### config.mk
export PLATFORM = sky130hd
export DESIGN_NAME = sadc_seq
export DESIGN_NICKNAME = d
export VERILOG_FILES = /design/src/verilog/sadc_pkg.sv /design/src/verilog/sadc_seq.sv /design/src/verilog/sadc_tick_gen.sv /design/src/verilog/sadc_axil_slave.sv
export VERILOG_INCLUDE_DIRS = /design/src /design/src/verilog
export SDC_FILE = /design/constraint.sdc
export NUM_CORES = 1
export LEC_CHECK = 0
export ABC_AREA = 1
export BUFFER_PORTS_ARGS = -buffer_cell sky130_fd_sc_hd__buf_4
export CORE_MARGIN = 2
export CORE_UTILIZATION = 51
export CTS_CLUSTER_SIZE = 25
export DETAILED_ROUTE_END_ITERATION = 8
export PLACE_DENSITY = 0.78
export SLEW_MARGIN = 20
export SYNTH_ARGS = -nofsm -noshare
export SYNTH_HDL_FRONTEND = slang
export SYNTH_HIERARCHICAL = 1
export SYNTH_SLANG_ARGS = --single-unit
### constraint.sdc
create_clock -name sys_clk -period 1.8 [get_ports sys_clk]
set_clock_uncertainty 0.05 [all_clocks]
set_input_delay 0.36 -clock sys_clk [delete_from_list [all_inputs] [get_ports sys_clk]]
set_output_delay 0.36 -clock sys_clk [all_outputs]
set_load 0.02 [all_outputs]
### src/verilog/sadc_cfg.svh
// Offsets, field positions, reset values and step counts of the SAR sequencer
// Assumes inclusion by bare name from package and modules
`ifndef SADC_CFG_SVH
`define SADC_CFG_SVH

`define SADC_ADDR_W       8
`define SADC_OFF_CTRL     8'h00
`define SADC_OFF_RESULT   8'h04
`define SADC_OFF_IRQ_STAT 8'h08
`define SADC_OFF_IRQ_CLR  8'h0C
`define SADC_OFF_IRQ_EN   8'h10

`define SADC_CTRL_DONE_BIT 0
`define SADC_CTRL_BUSY_BIT 1
`define SADC_CTRL_HS_BIT   2
`define SADC_IRQ_DONE_BIT  0
`define SADC_IRQ_OVR_BIT   1
`define SADC_IRQ_W         2

`define SADC_RST_DONE   1'b1
`define SADC_RST_HS     1'b1
`define SADC_RST_IRQ_EN 2'h0

`define SADC_RES_W      10
`define SADC_MSB_IDX    4'h9
`define SADC_STEP_LAST  3'h5
`define SADC_CONV_TICKS 6'h3D
`define SADC_DIV_HS_LAST 3'h1
`define SADC_DIV_MS_LAST 3'h7

`define SADC_RESP_OKAY   2'h0
`define SADC_RESP_DECERR 2'h3

`endif

### src/verilog/sadc_pkg.sv
// Types shared by the SAR sequencer modules
// Assumes sadc_cfg.svh is on the include path
`include "sadc_cfg.svh"

package sadc_pkg;
	typedef enum logic [2:0] {
		ST_IDLE  = 3'h1,
		ST_CONV  = 3'h2,
		ST_FINAL = 3'h4
	} sadc_state_e;

	typedef logic [`SADC_RES_W-1:0]  sadc_code_t;
	typedef logic [`SADC_ADDR_W-1:0] sadc_addr_t;
endpackage

### src/verilog/sadc_seq.sv
// Top of the 10-bit successive-approximation sequencer with register file
// Assumes an external comparator and ladder DAC driven from ladderCode
//
// Register access over AXI4-Lite and the register addresses were decided locally.
`timescale 1ns/100ps
`default_nettype none
`include "sadc_cfg.svh"

////////////////////////////////////////////////////////////////////////////////
// Function
// - Writing zero to done flag starts conversion
// - Result register cleared at conversion start
// - MSB set as trial, code sent out
// - Keep bit if ladder below input, else clear
// - Repeat step down to least significant bit
// - Decided bits held; ten bits at end
// - Conversion ends 61 internal clocks after start
// - Interrupt request set on completion cycle
// - High-speed internal clock is half oscillator
module sadc_seq
	import sadc_pkg::*;
(
	// Clock and reset
	input  wire logic        sys_clk,
	input  wire logic        rst_n,
	// AXI4-Lite write
	input  wire sadc_addr_t  s_axi_awaddr,
	input  wire logic        s_axi_awvalid,
	output logic             s_axi_awready,
	input  wire logic [31:0] s_axi_wdata,
	input  wire logic [3:0]  s_axi_wstrb,
	input  wire logic        s_axi_wvalid,
	output logic             s_axi_wready,
	output logic [1:0]       s_axi_bresp,
	output logic             s_axi_bvalid,
	input  wire logic        s_axi_bready,
	// AXI4-Lite read
	input  wire sadc_addr_t  s_axi_araddr,
	input  wire logic        s_axi_arvalid,
	output logic             s_axi_arready,
	output logic [31:0]      s_axi_rdata,
	output logic [1:0]       s_axi_rresp,
	output logic             s_axi_rvalid,
	input  wire logic        s_axi_rready,
	// Comparator and ladder
	output sadc_code_t       ladderCode,
	input  wire logic        ladderBelowInput,
	// System
	output logic             convBusy,
	output logic             irqOut
);
	////////////////////////////////////////////////////////////////////////////
	// Declarations
	sadc_state_e             state_ff;
	sadc_state_e             nxt_state;
	sadc_code_t              sar_ff;
	sadc_code_t              nxt_sar;
	logic [5:0]              cycCnt_ff;
	logic [2:0]              phase_ff;
	logic [3:0]              bitIdx_ff;
	logic                    doneFlag_ff;
	logic                    hsMode_ff;
	logic [`SADC_IRQ_W-1:0]  irqStat_ff;
	logic [`SADC_IRQ_W-1:0]  irqEn_ff;
	logic [`SADC_IRQ_W-1:0]  nxt_irqStat;
	logic                    wrEn;
	sadc_addr_t              wrAddr;
	logic [31:0]             wrData;
	logic [3:0]              wrStrb;
	logic                    phiTick;
	logic                    wrOk;
	logic                    rdOk;
	logic [31:0]             rdData;

	////////////////////////////////////////////////////////////////////////////
	// Bus front end and internal clock enable
	sadc_axil_slave sadc_axil_slave_inst (
		.sys_clk       (sys_clk),
		.rst_n         (rst_n),
		.s_axi_awaddr  (s_axi_awaddr),
		.s_axi_awvalid (s_axi_awvalid),
		.s_axi_awready (s_axi_awready),
		.s_axi_wdata   (s_axi_wdata),
		.s_axi_wstrb   (s_axi_wstrb),
		.s_axi_wvalid  (s_axi_wvalid),
		.s_axi_wready  (s_axi_wready),
		.s_axi_bresp   (s_axi_bresp),
		.s_axi_bvalid  (s_axi_bvalid),
		.s_axi_bready  (s_axi_bready),
		.s_axi_araddr  (s_axi_araddr),
		.s_axi_arvalid (s_axi_arvalid),
		.s_axi_arready (s_axi_arready),
		.s_axi_rdata   (s_axi_rdata),
		.s_axi_rresp   (s_axi_rresp),
		.s_axi_rvalid  (s_axi_rvalid),
		.s_axi_rready  (s_axi_rready),
		.wrEn          (wrEn),
		.wrAddr        (wrAddr),
		.wrData        (wrData),
		.wrStrb        (wrStrb),
		.wrOk          (wrOk),
		.rdData        (rdData),
		.rdOk          (rdOk)
	);

	sadc_tick_gen sadc_tick_gen_inst (
		.sys_clk       (sys_clk),
		.rst_n         (rst_n),
		.highSpeedMode (hsMode_ff),
		.phiTick       (phiTick)
	);

	////////////////////////////////////////////////////////////////////////////
	// Register decode
	wire        wrLow   = wrEn && wrStrb[0];
	wire        wrCtrl  = wrLow && (wrAddr == `SADC_OFF_CTRL);
	wire        wrIrqEn = wrLow && (wrAddr == `SADC_OFF_IRQ_EN);
	wire        wrClr   = wrLow && (wrAddr == `SADC_OFF_IRQ_CLR);
	// Writing one to the flag is ignored; only zero starts
	wire        startReq = wrCtrl && !wrData[`SADC_CTRL_DONE_BIT];
	assign wrOk = (wrAddr == `SADC_OFF_CTRL) ||
		(wrAddr == `SADC_OFF_RESULT) || (wrAddr == `SADC_OFF_IRQ_STAT) ||
		(wrAddr == `SADC_OFF_IRQ_CLR) || (wrAddr == `SADC_OFF_IRQ_EN);
	wire        rdCtrl = (s_axi_araddr == `SADC_OFF_CTRL);
	wire        rdRes  = (s_axi_araddr == `SADC_OFF_RESULT);
	wire        rdStat = (s_axi_araddr == `SADC_OFF_IRQ_STAT);
	wire        rdClr  = (s_axi_araddr == `SADC_OFF_IRQ_CLR);
	wire        rdEn   = (s_axi_araddr == `SADC_OFF_IRQ_EN);
	assign rdOk = rdCtrl || rdRes || rdStat || rdClr || rdEn;
	wire [31:0] ctrlWord = {29'h0, hsMode_ff, convBusy, doneFlag_ff};
	// Clear register is write-only and reads back zero
	assign rdData =
		rdCtrl ? ctrlWord :
		rdRes  ? {22'h0, sar_ff} :
		rdStat ? {30'h0, irqStat_ff} :
		rdEn   ? {30'h0, irqEn_ff} : 32'h0000_0000;

	////////////////////////////////////////////////////////////////////////////
	// Successive approximation datapath
	wire        convTick    = phiTick && (state_ff == ST_CONV);
	wire        trialStep   = convTick && (phase_ff == 3'h0);
	wire        decideStep  = convTick && (phase_ff == `SADC_STEP_LAST);
	wire        lastDecide  = decideStep && (bitIdx_ff == 4'h0);
	wire        completeEvt = phiTick && (state_ff == ST_FINAL) && !startReq;
	wire [5:0]  cycCntInc   = cycCnt_ff + 6'h01;
	sadc_code_t bitMask;

	assign bitMask    = sadc_code_t'(1) << bitIdx_ff;
	assign ladderCode = sar_ff;
	// Guard for the stop instruction lives outside
	assign convBusy   = (state_ff != ST_IDLE);
	assign irqOut     = |(irqStat_ff & irqEn_ff);

	always_comb begin
		nxt_sar = sar_ff;
		if (startReq)
			nxt_sar = '0;
		else if (trialStep)
			nxt_sar = sar_ff | bitMask;
		else if (decideStep && !ladderBelowInput)
			nxt_sar = sar_ff & ~bitMask;
	end

	always_comb begin
		nxt_state = state_ff;
		case (state_ff)
			ST_IDLE: begin
				if (startReq)
					nxt_state = ST_CONV;
			end
			ST_CONV: begin
				if (startReq)
					nxt_state = ST_CONV;
				else if (lastDecide)
					nxt_state = ST_FINAL;
			end
			ST_FINAL: begin
				if (startReq)
					nxt_state = ST_CONV;
				else if (completeEvt)
					nxt_state = ST_IDLE;
			end
			default: nxt_state = ST_IDLE;
		endcase
	end

	// Set wins over a clear in the same cycle
	always_comb begin
		nxt_irqStat = irqStat_ff & ~(wrClr ? wrData[`SADC_IRQ_W-1:0] : 2'h0);
		nxt_irqStat[`SADC_IRQ_DONE_BIT] =
			nxt_irqStat[`SADC_IRQ_DONE_BIT] | completeEvt;
		nxt_irqStat[`SADC_IRQ_OVR_BIT] =
			nxt_irqStat[`SADC_IRQ_OVR_BIT] | (startReq && convBusy);
	end

	////////////////////////////////////////////////////////////////////////////
	// State registers
	always_ff @(posedge sys_clk or negedge rst_n) begin
		if (!rst_n) begin
			state_ff <= ST_IDLE;
			sar_ff   <= '0;
		end else begin
			state_ff <= nxt_state;
			sar_ff   <= nxt_sar;
		end
	end

	always_ff @(posedge sys_clk or negedge rst_n) begin
		if (!rst_n) begin
			cycCnt_ff <= 6'h00;
			phase_ff  <= 3'h0;
			bitIdx_ff <= `SADC_MSB_IDX;
		end else if (startReq) begin
			cycCnt_ff <= 6'h00;
			phase_ff  <= 3'h0;
			bitIdx_ff <= `SADC_MSB_IDX;
		end else if (phiTick && convBusy) begin
			cycCnt_ff <= cycCntInc;
			phase_ff  <= decideStep ? 3'h0 : phase_ff + 3'h1;
			if (decideStep && !lastDecide)
				bitIdx_ff <= bitIdx_ff - 4'h1;
		end
	end

	// A start in the completion cycle wins; the flag stays clear
	always_ff @(posedge sys_clk or negedge rst_n) begin
		if (!rst_n)
			doneFlag_ff <= `SADC_RST_DONE;
		else if (startReq)
			doneFlag_ff <= 1'b0;
		else if (completeEvt)
			doneFlag_ff <= 1'b1;
	end

	always_ff @(posedge sys_clk or negedge rst_n) begin
		if (!rst_n) begin
			hsMode_ff  <= `SADC_RST_HS;
			irqEn_ff   <= `SADC_RST_IRQ_EN;
			irqStat_ff <= '0;
		end else begin
			if (wrCtrl)
				hsMode_ff <= wrData[`SADC_CTRL_HS_BIT];
			if (wrIrqEn)
				irqEn_ff <= wrData[`SADC_IRQ_W-1:0];
			irqStat_ff <= nxt_irqStat;
		end
	end

	logic       cmpSeen_ff;
	sadc_code_t maskSeen_ff;
	always_ff @(posedge sys_clk or negedge rst_n) begin
		if (!rst_n) begin
			cmpSeen_ff  <= 1'b0;
			maskSeen_ff <= '0;
		end else begin
			cmpSeen_ff  <= ladderBelowInput;
			maskSeen_ff <= bitMask;
		end
	end
endmodule
`default_nettype wire

### src/verilog/sadc_tick_gen.sv
// Internal clock enable generator for the SAR sequencer
// Assumes sys_clk is the main oscillator input
`timescale 1ns/100ps
`default_nettype none
`include "sadc_cfg.svh"

module sadc_tick_gen
	import sadc_pkg::*;
(
	// Clock and reset
	input  wire logic sys_clk,
	input  wire logic rst_n,
	// Mode and enable
	input  wire logic highSpeedMode,
	output logic      phiTick
);
	logic [2:0] divCnt_ff;
	wire  [2:0] divLast;

	// Middle speed divides by eight
	assign divLast = highSpeedMode ? `SADC_DIV_HS_LAST : `SADC_DIV_MS_LAST;
	assign phiTick = (divCnt_ff >= divLast);

	always_ff @(posedge sys_clk or negedge rst_n) begin
		if (!rst_n)
			divCnt_ff <= 3'h0;
		else
			divCnt_ff <= phiTick ? 3'h0 : divCnt_ff + 3'h1;
	end
endmodule
`default_nettype wire

### src/verilog/sadc_axil_slave.sv
// AXI4-Lite slave front end: one write and one read outstanding
// Assumes the register file answers decode combinationally
`timescale 1ns/100ps
`default_nettype none
`include "sadc_cfg.svh"

module sadc_axil_slave
	import sadc_pkg::*;
(
	// Clock and reset
	input  wire logic        sys_clk,
	input  wire logic        rst_n,
	// Write channels
	input  wire sadc_addr_t  s_axi_awaddr,
	input  wire logic        s_axi_awvalid,
	output logic             s_axi_awready,
	input  wire logic [31:0] s_axi_wdata,
	input  wire logic [3:0]  s_axi_wstrb,
	input  wire logic        s_axi_wvalid,
	output logic             s_axi_wready,
	output logic [1:0]       s_axi_bresp,
	output logic             s_axi_bvalid,
	input  wire logic        s_axi_bready,
	// Read channels
	input  wire sadc_addr_t  s_axi_araddr,
	input  wire logic        s_axi_arvalid,
	output logic             s_axi_arready,
	output logic [31:0]      s_axi_rdata,
	output logic [1:0]       s_axi_rresp,
	output logic             s_axi_rvalid,
	input  wire logic        s_axi_rready,
	// Register file side
	output logic             wrEn,
	output sadc_addr_t       wrAddr,
	output logic [31:0]      wrData,
	output logic [3:0]       wrStrb,
	input  wire logic        wrOk,
	input  wire logic [31:0] rdData,
	input  wire logic        rdOk
);
	logic awHeld_ff;
	logic wHeld_ff;
	wire  awTake;
	wire  wTake;
	wire  arTake;

	assign s_axi_awready = !awHeld_ff && !s_axi_bvalid;
	assign s_axi_wready  = !wHeld_ff && !s_axi_bvalid;
	assign s_axi_arready = !s_axi_rvalid;
	assign awTake = s_axi_awvalid && s_axi_awready;
	assign wTake  = s_axi_wvalid && s_axi_wready;
	assign arTake = s_axi_arvalid && s_axi_arready;
	// Commit once both halves are held, whatever their order
	assign wrEn   = awHeld_ff && wHeld_ff;

	always_ff @(posedge sys_clk or negedge rst_n) begin
		if (!rst_n) begin
			awHeld_ff    <= 1'b0;
			wHeld_ff     <= 1'b0;
			wrAddr       <= '0;
			wrData       <= 32'h0000_0000;
			wrStrb       <= 4'h0;
			s_axi_bvalid <= 1'b0;
			s_axi_bresp  <= `SADC_RESP_OKAY;
		end else begin
			if (awTake) begin
				awHeld_ff <= 1'b1;
				wrAddr    <= s_axi_awaddr;
			end
			if (wTake) begin
				wHeld_ff <= 1'b1;
				wrData   <= s_axi_wdata;
				wrStrb   <= s_axi_wstrb;
			end
			if (wrEn) begin
				awHeld_ff    <= 1'b0;
				wHeld_ff     <= 1'b0;
				s_axi_bvalid <= 1'b1;
				s_axi_bresp  <= wrOk ? `SADC_RESP_OKAY : `SADC_RESP_DECERR;
			end else if (s_axi_bready)
				s_axi_bvalid <= 1'b0;
		end
	end

	always_ff @(posedge sys_clk or negedge rst_n) begin
		if (!rst_n) begin
			s_axi_rvalid <= 1'b0;
			s_axi_rdata  <= 32'h0000_0000;
			s_axi_rresp  <= `SADC_RESP_OKAY;
		end else if (arTake) begin
			s_axi_rvalid <= 1'b1;
			s_axi_rdata  <= rdData;
			s_axi_rresp  <= rdOk ? `SADC_RESP_OKAY : `SADC_RESP_DECERR;
		end else if (s_axi_rready)
			s_axi_rvalid <= 1'b0;
	end
endmodule
`default_nettype wire

== Word-level counts from Yosys, hierarchy flattened ==
Cells that the tools add are included.

* $lt $le $gt $ge: 1
* Bitwise logic cells: 8
* Shift operators: 1
* Equal/unequal tests: 16
* Muxes and demuxes: 34
* Add/subtract/negate cells: 3
* Reduce and logical (&&, ||, !) cells: 52

{| class="wikitable"
|+ Operators with widths
! operator !! count
|-
| two-way mux 10 bit || 5
|-
| == test 8 x 4 -> 1 bit, second input constant || 4
|-
| two-way mux 3 bit || 10
|-
| logical AND 1 bit || 21
|-
| == test 8 x 3 -> 1 bit, second input constant || 2
|-
| == test 8 x 5 -> 1 bit, second input constant || 2
|-
| logical NOT 8 bit || 2
|-
| nonzero test 2 bit || 7
|-
| two-way mux 4 bit || 3
|-
| bitwise AND 10 bit || 1
|-
| two-way mux 1 bit || 10
|-
| two-way mux 2 bit || 5
|-
| inverter 10 bit || 1
|-
| bitwise OR 10 bit || 1
|-
| left shift 1 x 4 -> 10 bit, first input constant || 1
|-
| case mux 3 bit (3 select lines) || 1
|-
| logical NOT 1 bit || 8
|-
| logical OR 1 bit || 8
|-
| adder 3 x 1 -> 3 bit, second input constant || 2
|-
| == test 3 bit, second input constant || 2
|-
| != test 3 bit, second input constant || 2
|-
| bitwise AND 2 bit || 2
|-
| logical NOT 4 bit || 1
|-
| subtractor 4 x 1 -> 4 bit, second input constant || 1
|-
| 12 further kinds || 13
|}

* Bits of input ports: 60
* Output and inout port bits: 53
* Register bits after elaboration: 81

== Depth between registers and ports, before layout ==
Gate-level depths: netlist of the first run.

* Depth after elaboration: 10
* Mapped depth: 11

== Cells and area by module ==
The synthesis of the first run kept the hierarchy.

{| class="wikitable"
|+ By module, submodules not included
! module !! instances !! area each (µm²) !! cells an instance !! seq. area each (µm²)
|-
| sadc_axil_slave || 1 || 3233.1 || 353 || 2052.0
|-
| sadc_seq || 1 || 1888.1 || 287 || 656.9
|-
| sadc_tick_gen || 1 || 166.4 || 15 || 75.1
|}

== Worst setup path after synthesis of the first run ==
OpenSTA, ideal clock, no wires.

* Path type: register -> register
* Start: register hsMode_ff
* End: register sar_ff[0], in the netlist ladderCode[0]
* Required time: 1684 ps
* Stages on the path, launching flop included: 10
* Buffers on the path: 1
* Setup slack: -21 ps
* Arrival: 1705 ps
* Path through: dfstp_2 -> ha_1 -> nand2_2 -> nand3_2 -> inv_1 -> nor2_2 -> nand2_1 -> clkbuf_1 -> nand4_1 -> nand2_1

* Cells in the longest elaborated chain, start to end: 6
* Elaborated cells between the ends (all ways): 9

{| class="wikitable"
|+ Ends and longest elaborated chain
! element !! line !! RTL
|-
| from (decl) || sadc_seq.sv:62 || <nowiki>logic hsMode_ff;</nowiki>
|-
| from (signal assigned) || sadc_seq.sv:237 || <nowiki>hsMode_ff <= `SADC_RST_HS;</nowiki>
|-
| from (signal assigned) || sadc_seq.sv:242 || <nowiki>hsMode_ff <= wrData[`SADC_CTRL_HS_BIT];</nowiki>
|-
| two-way mux 3 bit (no line) (*) || n/a ||
|-
| >= comparator 3 bit (*) || sadc_tick_gen.sv:22 || <nowiki>assign phiTick = (divCnt_ff >= divLast);</nowiki>
|-
| named net phiTick || sadc_seq.sv:70 || <nowiki>logic phiTick;</nowiki>
|-
| logical AND 1 bit (*) || sadc_seq.sv:140 || <nowiki>wire convTick = phiTick && (state_ff == ST_CONV);</nowiki>
|-
| logical AND 1 bit (on tied branches) || sadc_seq.sv:141, sadc_seq.sv:142 ||
|-
| two-way mux 10 bit / logical AND 1 bit (equally long branches) || sadc_seq.sv:158, sadc_seq.sv:160 ||
|-
| two-way mux 10 bit / nonzero test 3 bit (equally long branches) || n/a ||
|-
| to (signal assigned) || sadc_seq.sv:204 || <nowiki>sar_ff <= nxt_sar;</nowiki>
|-
| to (decl) || sadc_seq.sv:56 || <nowiki>sadc_code_t sar_ff;</nowiki>
|}

The timed path passes the listed nets; every way through them passes the cells marked *.
A chain may end at the register's enable or synchronous reset.

== Worst setup path after layout of the first run ==
* Start: register hsMode_ff
* End: register sar_ff[8], in the netlist ladderCode[8]

Same word-level chain as after synthesis.

==> flow_summary.ini, run 1 <==
[run_status]
outcome = finished clean

[finish]
antennaDiodeCount = 0
multiInputGateArea_mm2 = 0.00190
drive_gt1_frac = 0.230
postLayoutCellArea_mm2 = 0.00514
seqCellArea_mm2 = 0.00198
instances_no_fill = 733
area_growth_pct = 25.8
num-fill-cells = 615
fin_util = 0.665
fin_nets = 697

[sta]
worst_pin_slew_ns = 0.617
slew-limit-headroom = 0.587
whs_ns = 0.144
rsz0062_at_grt = yes
setup_violations = 0
setup_ws_ns = 0.0398
min_period_over_period = 0.978
fin_tns_setup_ns = 0
fmax_mhz = 568
fin_crit_ns = 1.76
drv_slew = 0
finalHoldViolations = 0

[die]
initial_core_util = 0.528
rows = 32
num_io_pins = 113
die-area_mm2 = 0.00873
core-area_mm2 = 0.00773
die-height_um = 93.5
die_w_um = 93.5

[worst_setup_path]
critical_path_buf_inv_count = 2
critical_path.slowest_cell = dfstp_2
cp-end-kind = flop
reg2reg_depth = 11
max_stage_delay_ns = 0.60
start_kind = flop
r2r-start = hsMode_ff
cp_max_fo = 5
worstSetupPathType = flop to flop
r2r-end = ladderCode[8]
required_ns = 2.00
crit_chain = ha_4, nand2_2, nand3_2, inv_2, nor2_4, nand2_4, clkinvlp_4, nor2_1, nor2_1, nand2_1, nand2_1
arrival_ns = 1.96
crit_family = flip-flops
rrSetupSlack_ns = 0.04

[clock_tree]
clock_path_buffers = 2
clk_latency_ns = 0.35
cts_max_level = 3
cts_buffers = 9
cts_root_buf = clkbuf_8
cts_tree = done
cts.sinks = 79
path_clk_slew_ns = 0.09

[grt]
met3_usage = 0.0314
use_met1 = 0.300
grt_pass1_wl_um = 15400
grtUsageTotal = 0.219
antenna_found_initial = 0
grt_pass1_vias = 3453
top_usage_layer = met2
grt_max_degree = 40
grtUsageMet2 = 0.357
globalRouteOverflowTotal = 0

[drt]
wl_per_cell_um = 12.3
route.detailed.drc = 0
wl_um = 8980
ant_nets = 0
initialDrtViolationCount = 100
viasPerCell = 4.95
first_pass_iters = 4
vias = 3627

[placed_design]
globalplace.congestion = 0.933
dp_hpwl_um = 6380
io_buffers = 80
pre_cts_ws_ns = -0.0153
place_area_mm2 = 0.00484
placed_cells = 714

[synthesis]
syn_area_mm2 = 0.00408
synth_area_per_cell_um2 = 7.76
yosys_warnings = 6
synthCells = 526

[power]
power_density_mw_per_mm2 = 1170
vdd_drop_max_mv = 0.767
finalPower_mw = 6.01
power_leakage_nw = 2.87

[min_path]
min_path_type = primary input to flop
hp-start = s_axi_bready
hold-path-cell-count = 2
hold_end = sadc_axil_slave_inst/s_axi_bvalid

[job]
drv_cap = 0
metal layers:
metal	wire (um)	share of wire
met1	4230	0.47
met2	4220	0.47
met3	421	0.047
met4	119	0.013
met5	0	0
where the power goes:
part           switching [mW]  total [mW]  internal [mW]
Combinational            1.37        2.24          0.870
Clock                   0.704        1.22          0.515
Sequential              0.334        2.54           2.21
worst max-delay path by stage:
stage          cells after the start  slack [ns]       endpoint      start
4_1_cts                           12        0.02    state_ff[1]  hsMode_ff
3_5_place_dp                      11       -0.02  ladderCode[6]  hsMode_ff
5_1_grt                            9       -0.05  ladderCode[8]  hsMode_ff
2_1_floorplan                      9       0.006  ladderCode[0]  hsMode_ff
3_3_place_gp                       9        0.03  ladderCode[3]  hsMode_ff
6_report                          11        0.04  ladderCode[8]  hsMode_ff
timing repair:
action / 4_1_cts / 5_1_grt
hold buffers: 1 / 0
pin swaps: 0 / 8
cloned: 1 / 0
gates resized for setup: 8 / 11
setup endpoints to repair: 11 / 17
setup buffers: 0 / 1
endpoints found under the hold margin: 18 / 0
flip-flops by register name (all words and copies together), names as in the netlist:
register,flops
ladderCode,10
sadc_axil_slave_inst/s_axi_rvalid,1
sadc_axil_slave_inst/wrData,3
doneFlag_ff,1
sadc_tick_gen_inst/divCnt_ff,3
sadc_axil_slave_inst/s_axi_rresp,1
sadc_axil_slave_inst/s_axi_bresp,1
state_ff,3
hsMode_ff,1
bitIdx_ff,4
phase_ff,3
sadc_axil_slave_inst/wrStrb,1
irqStat_ff,2
sadc_axil_slave_inst/wrAddr,8
sadc_axil_slave_inst/s_axi_bvalid,1
irqEn_ff,2
sadc_axil_slave_inst/wHeld_ff,1
sadc_axil_slave_inst/s_axi_rdata,32
sadc_axil_slave_inst/awHeld_ff,1
placed cells by master, fill, tap and decap left out, types with 3 or more instances in the layout:
cell type,instances
o21ai_0,15
conb_1,22
clkbuf_8,9
buf_4,89
inv_2,4
dfrtp_1,74
nand3_4,3
nand3_1,65
xor2_1,3
nor3_1,3
nand2_1,178
nor2_2,3
inv_1,49
dfstp_2,5
clkinvlp_4,3
inv_6,3
nand4_1,15
nand3_2,6
nand2_2,7
nor2_1,42
a21oi_1,5
nor2_4,3
ha_1,8
worst reg2reg max path, stage by stage, from the launching register on:
cell,delay [ns]
dfstp_2,0.60
ha_4,0.22
nand2_2,0.06
nand3_2,0.09
inv_2,0.09
nor2_4,0.05
nand2_4,0.11
clkinvlp_4,0.15
nor2_1,0.10
nor2_1,0.05
nand2_1,0.05
nand2_1,0.05
layout make-up:
class | instances | area share
clock buffers | 9 | 0.0241
clock inverters | 7 | 0.0107
inverters | 53 | 0.0387
multi-input cells | 388 | 0.370
flip-flops and latches | 79 | 0.386
well taps | 102 | 0.0248
repair buffers | 94 | 0.144
repair inverters | 1 | 0.00146
No activity file was read; power rests on OpenSTA's default activity.
==> run 2, diff against run 1 <==
REMOVE_ABC_BUFFERS = 1   (was not set)
==> run 2 against run 1 <==
  * Combinational power grew 2%
  * Hold slack is essentially flat
  * Register-to-register slack lost 0.02 ns
  * First-iteration DRC count grew 91%
  * Critical path depth shrank 1
  * Largest cell class unchanged
  * Die area is the same
  * Via count grew 1.0%
  * Largest power group unchanged
  * Global-route usage grew 0.99 points
  * Core utilization grew 1.4 points
  * Design area grew 2.1%
==> flow_summary.ini, run 2 (same netlist as run 1, synthesis figures left out) <==
[run_status]
outcome = finished clean

[clock_tree]
cts_root_buf = clkbuf_8
cts_tree = done
clock_path_buffers = 2
cts_max_level = 3
path_clk_slew_ns = 0.08
cts.sinks = 79
cts_buffers = 9
clk_latency_ns = 0.35

[die]
die-height_um = 93.5
die-area_mm2 = 0.00873
rows = 32
initial_core_util = 0.528
die_w_um = 93.5
num_io_pins = 113
core-area_mm2 = 0.00773

[sta]
drv_slew = 0
rsz0062_at_grt = yes
slew-limit-headroom = 0.610
finalHoldViolations = 0
fmax_mhz = 561
worst_pin_slew_ns = 0.583
fin_crit_ns = 1.78
min_period_over_period = 0.990
setup_violations = 0
fin_tns_setup_ns = 0

[placed_design]
place_area_mm2 = 0.00485
globalplace.congestion = 0.866
placed_cells = 715
io_buffers = 80
dp_hpwl_um = 6550

[worst_setup_path]
reg2reg_depth = 10
rrSetupSlack_ns = 0.02
required_ns = 1.99
start_kind = flop
cp-end-kind = flop
arrival_ns = 1.97
worstSetupPathType = flop to flop
crit_start = hsMode_ff
r2r-end = ladderCode[0]
critPathCapture = ladderCode[0]
r2r-start = hsMode_ff
cp_max_fo = 5

[drt]
route.detailed.drc = 0
wl_um = 9420
vias = 3664
ant_nets = 0
viasPerCell = 4.97
wl_per_cell_um = 12.8
initialDrtViolationCount = 191
first_pass_iters = 5

[grt]
antenna_found_initial = 0
grt_max_degree = 36
globalRouteOverflowTotal = 0
grt_pass1_wl_um = 15900
grt_pass1_vias = 3613
grtUsageTotal = 0.229

[power]
p_seq_frac = 0.386
power_density_mw_per_mm2 = 1250
p_switching_mw = 2.40
vdd_drop_max_mv = 0.746
power_leakage_nw = 2.94
sw_frac_of_total = 0.365
power.internal_mw = 4.17
comb_power_share = 0.348
clockPowerShare = 0.266

[finish]
antennaDiodeCount = 0
largest_register_ffs = 32
final_cell_mix = nand2_1 (179), buf_4 (91), dfrtp_1 (74)
seqCellArea_mm2 = 0.00198
postLayoutCellArea_mm2 = 0.00524
num-fill-cells = 622
regMostFlops = sadc_axil_slave_inst/s_axi_rdata
instances_no_fill = 737
area_growth_pct = 28.4
final_common_cell = nand2_1
multiInputGateArea_mm2 = 0.00189
fin_nets = 701
drive_gt1_frac = 0.233

[min_path]
min_path_type = primary input to flop
hold-path-cell-count = 2

[job]
drv_cap = 0
[run 2: layout make-up]
cell class	count	area share
flip-flops and latches	79	0.378
clock inverters	7	0.0277
well taps	102	0.0243
repair inverters	1	0.00143
multi-input cells	389	0.360
inverters	53	0.0379
clock buffers	9	0.0236
repair buffers	97	0.146
[run 2: worst max-delay path: stages (launching register included)]
cell,delay (ns)
dfstp_2,0.59
ha_4,0.15
inv_1,0.06
nand3_2,0.08
inv_2,0.05
nor2_4,0.17
nand3b_1,0.11
buf_6,0.15
buf_6,0.13
nand4_1,0.08
nand2_1,0.06
[run 2: per-stage QoR]
stage               utilization  hold WS, ns  total power [mW]  worst slack, ns
floorplan                     -       0.0144              3.87           -0.105
global placement          0.628        0.258              4.62          -0.0232
detailed placement        0.628        0.266              4.74          -0.0678
CTS                       0.672        0.132              6.53           0.0140
global route              0.678        0.132              6.98          -0.0894
finish                    0.678        0.144              6.57           0.0171
[run 2: how the worst min path moves through the flow]
stage                             from                                    to  slack, ns
after global placement           rst_n  sadc_axil_slave_inst/s_axi_rdata[29]       0.26
after CTS                 s_axi_bready     sadc_axil_slave_inst/s_axi_bvalid       0.13
final                     s_axi_bready     sadc_axil_slave_inst/s_axi_bvalid       0.14
after floorplan                  rst_n                          bitIdx_ff[1]       0.01
after detailed placement         rst_n  sadc_axil_slave_inst/s_axi_rdata[29]       0.27
after global routing      s_axi_bready     sadc_axil_slave_inst/s_axi_bvalid       0.13
[run 2: routing by layer]
layer  part of all wire  up-vias  track usage  wire, um
met4              0.015        0       0.0833       138
met2               0.49      111        0.391      4570
met3              0.062       14       0.0492       582
li1                   -     1840            -         -
met1               0.44     1699        0.285      4130
met5                  0        -            0         0
[run 2: power by group through the flow]
stage | Combinational (mW) | Sequential [mW] | Clock [mW]
global route | 2.54 | 2.59 | 1.85
global placement | 2.10 | 2.52 | 0
floorplan | 1.18 | 2.69 | 0
detailed placement | 2.19 | 2.55 | 0
finish | 2.29 | 2.54 | 1.74
CTS | 2.24 | 2.52 | 1.77
[run 2: what timing repair did]
| item | in CTS | in global routing |
|---|---|---|
| gates resized for setup | 9 | 9 |
| cloned | 3 | 0 |
| pin swaps | 3 | 17 |
| hold buffers | 1 | 0 |
| setup endpoints to repair | 11 | 13 |
| endpoints found under the hold margin | 25 | 0 |
| setup buffers | 1 | 1 |
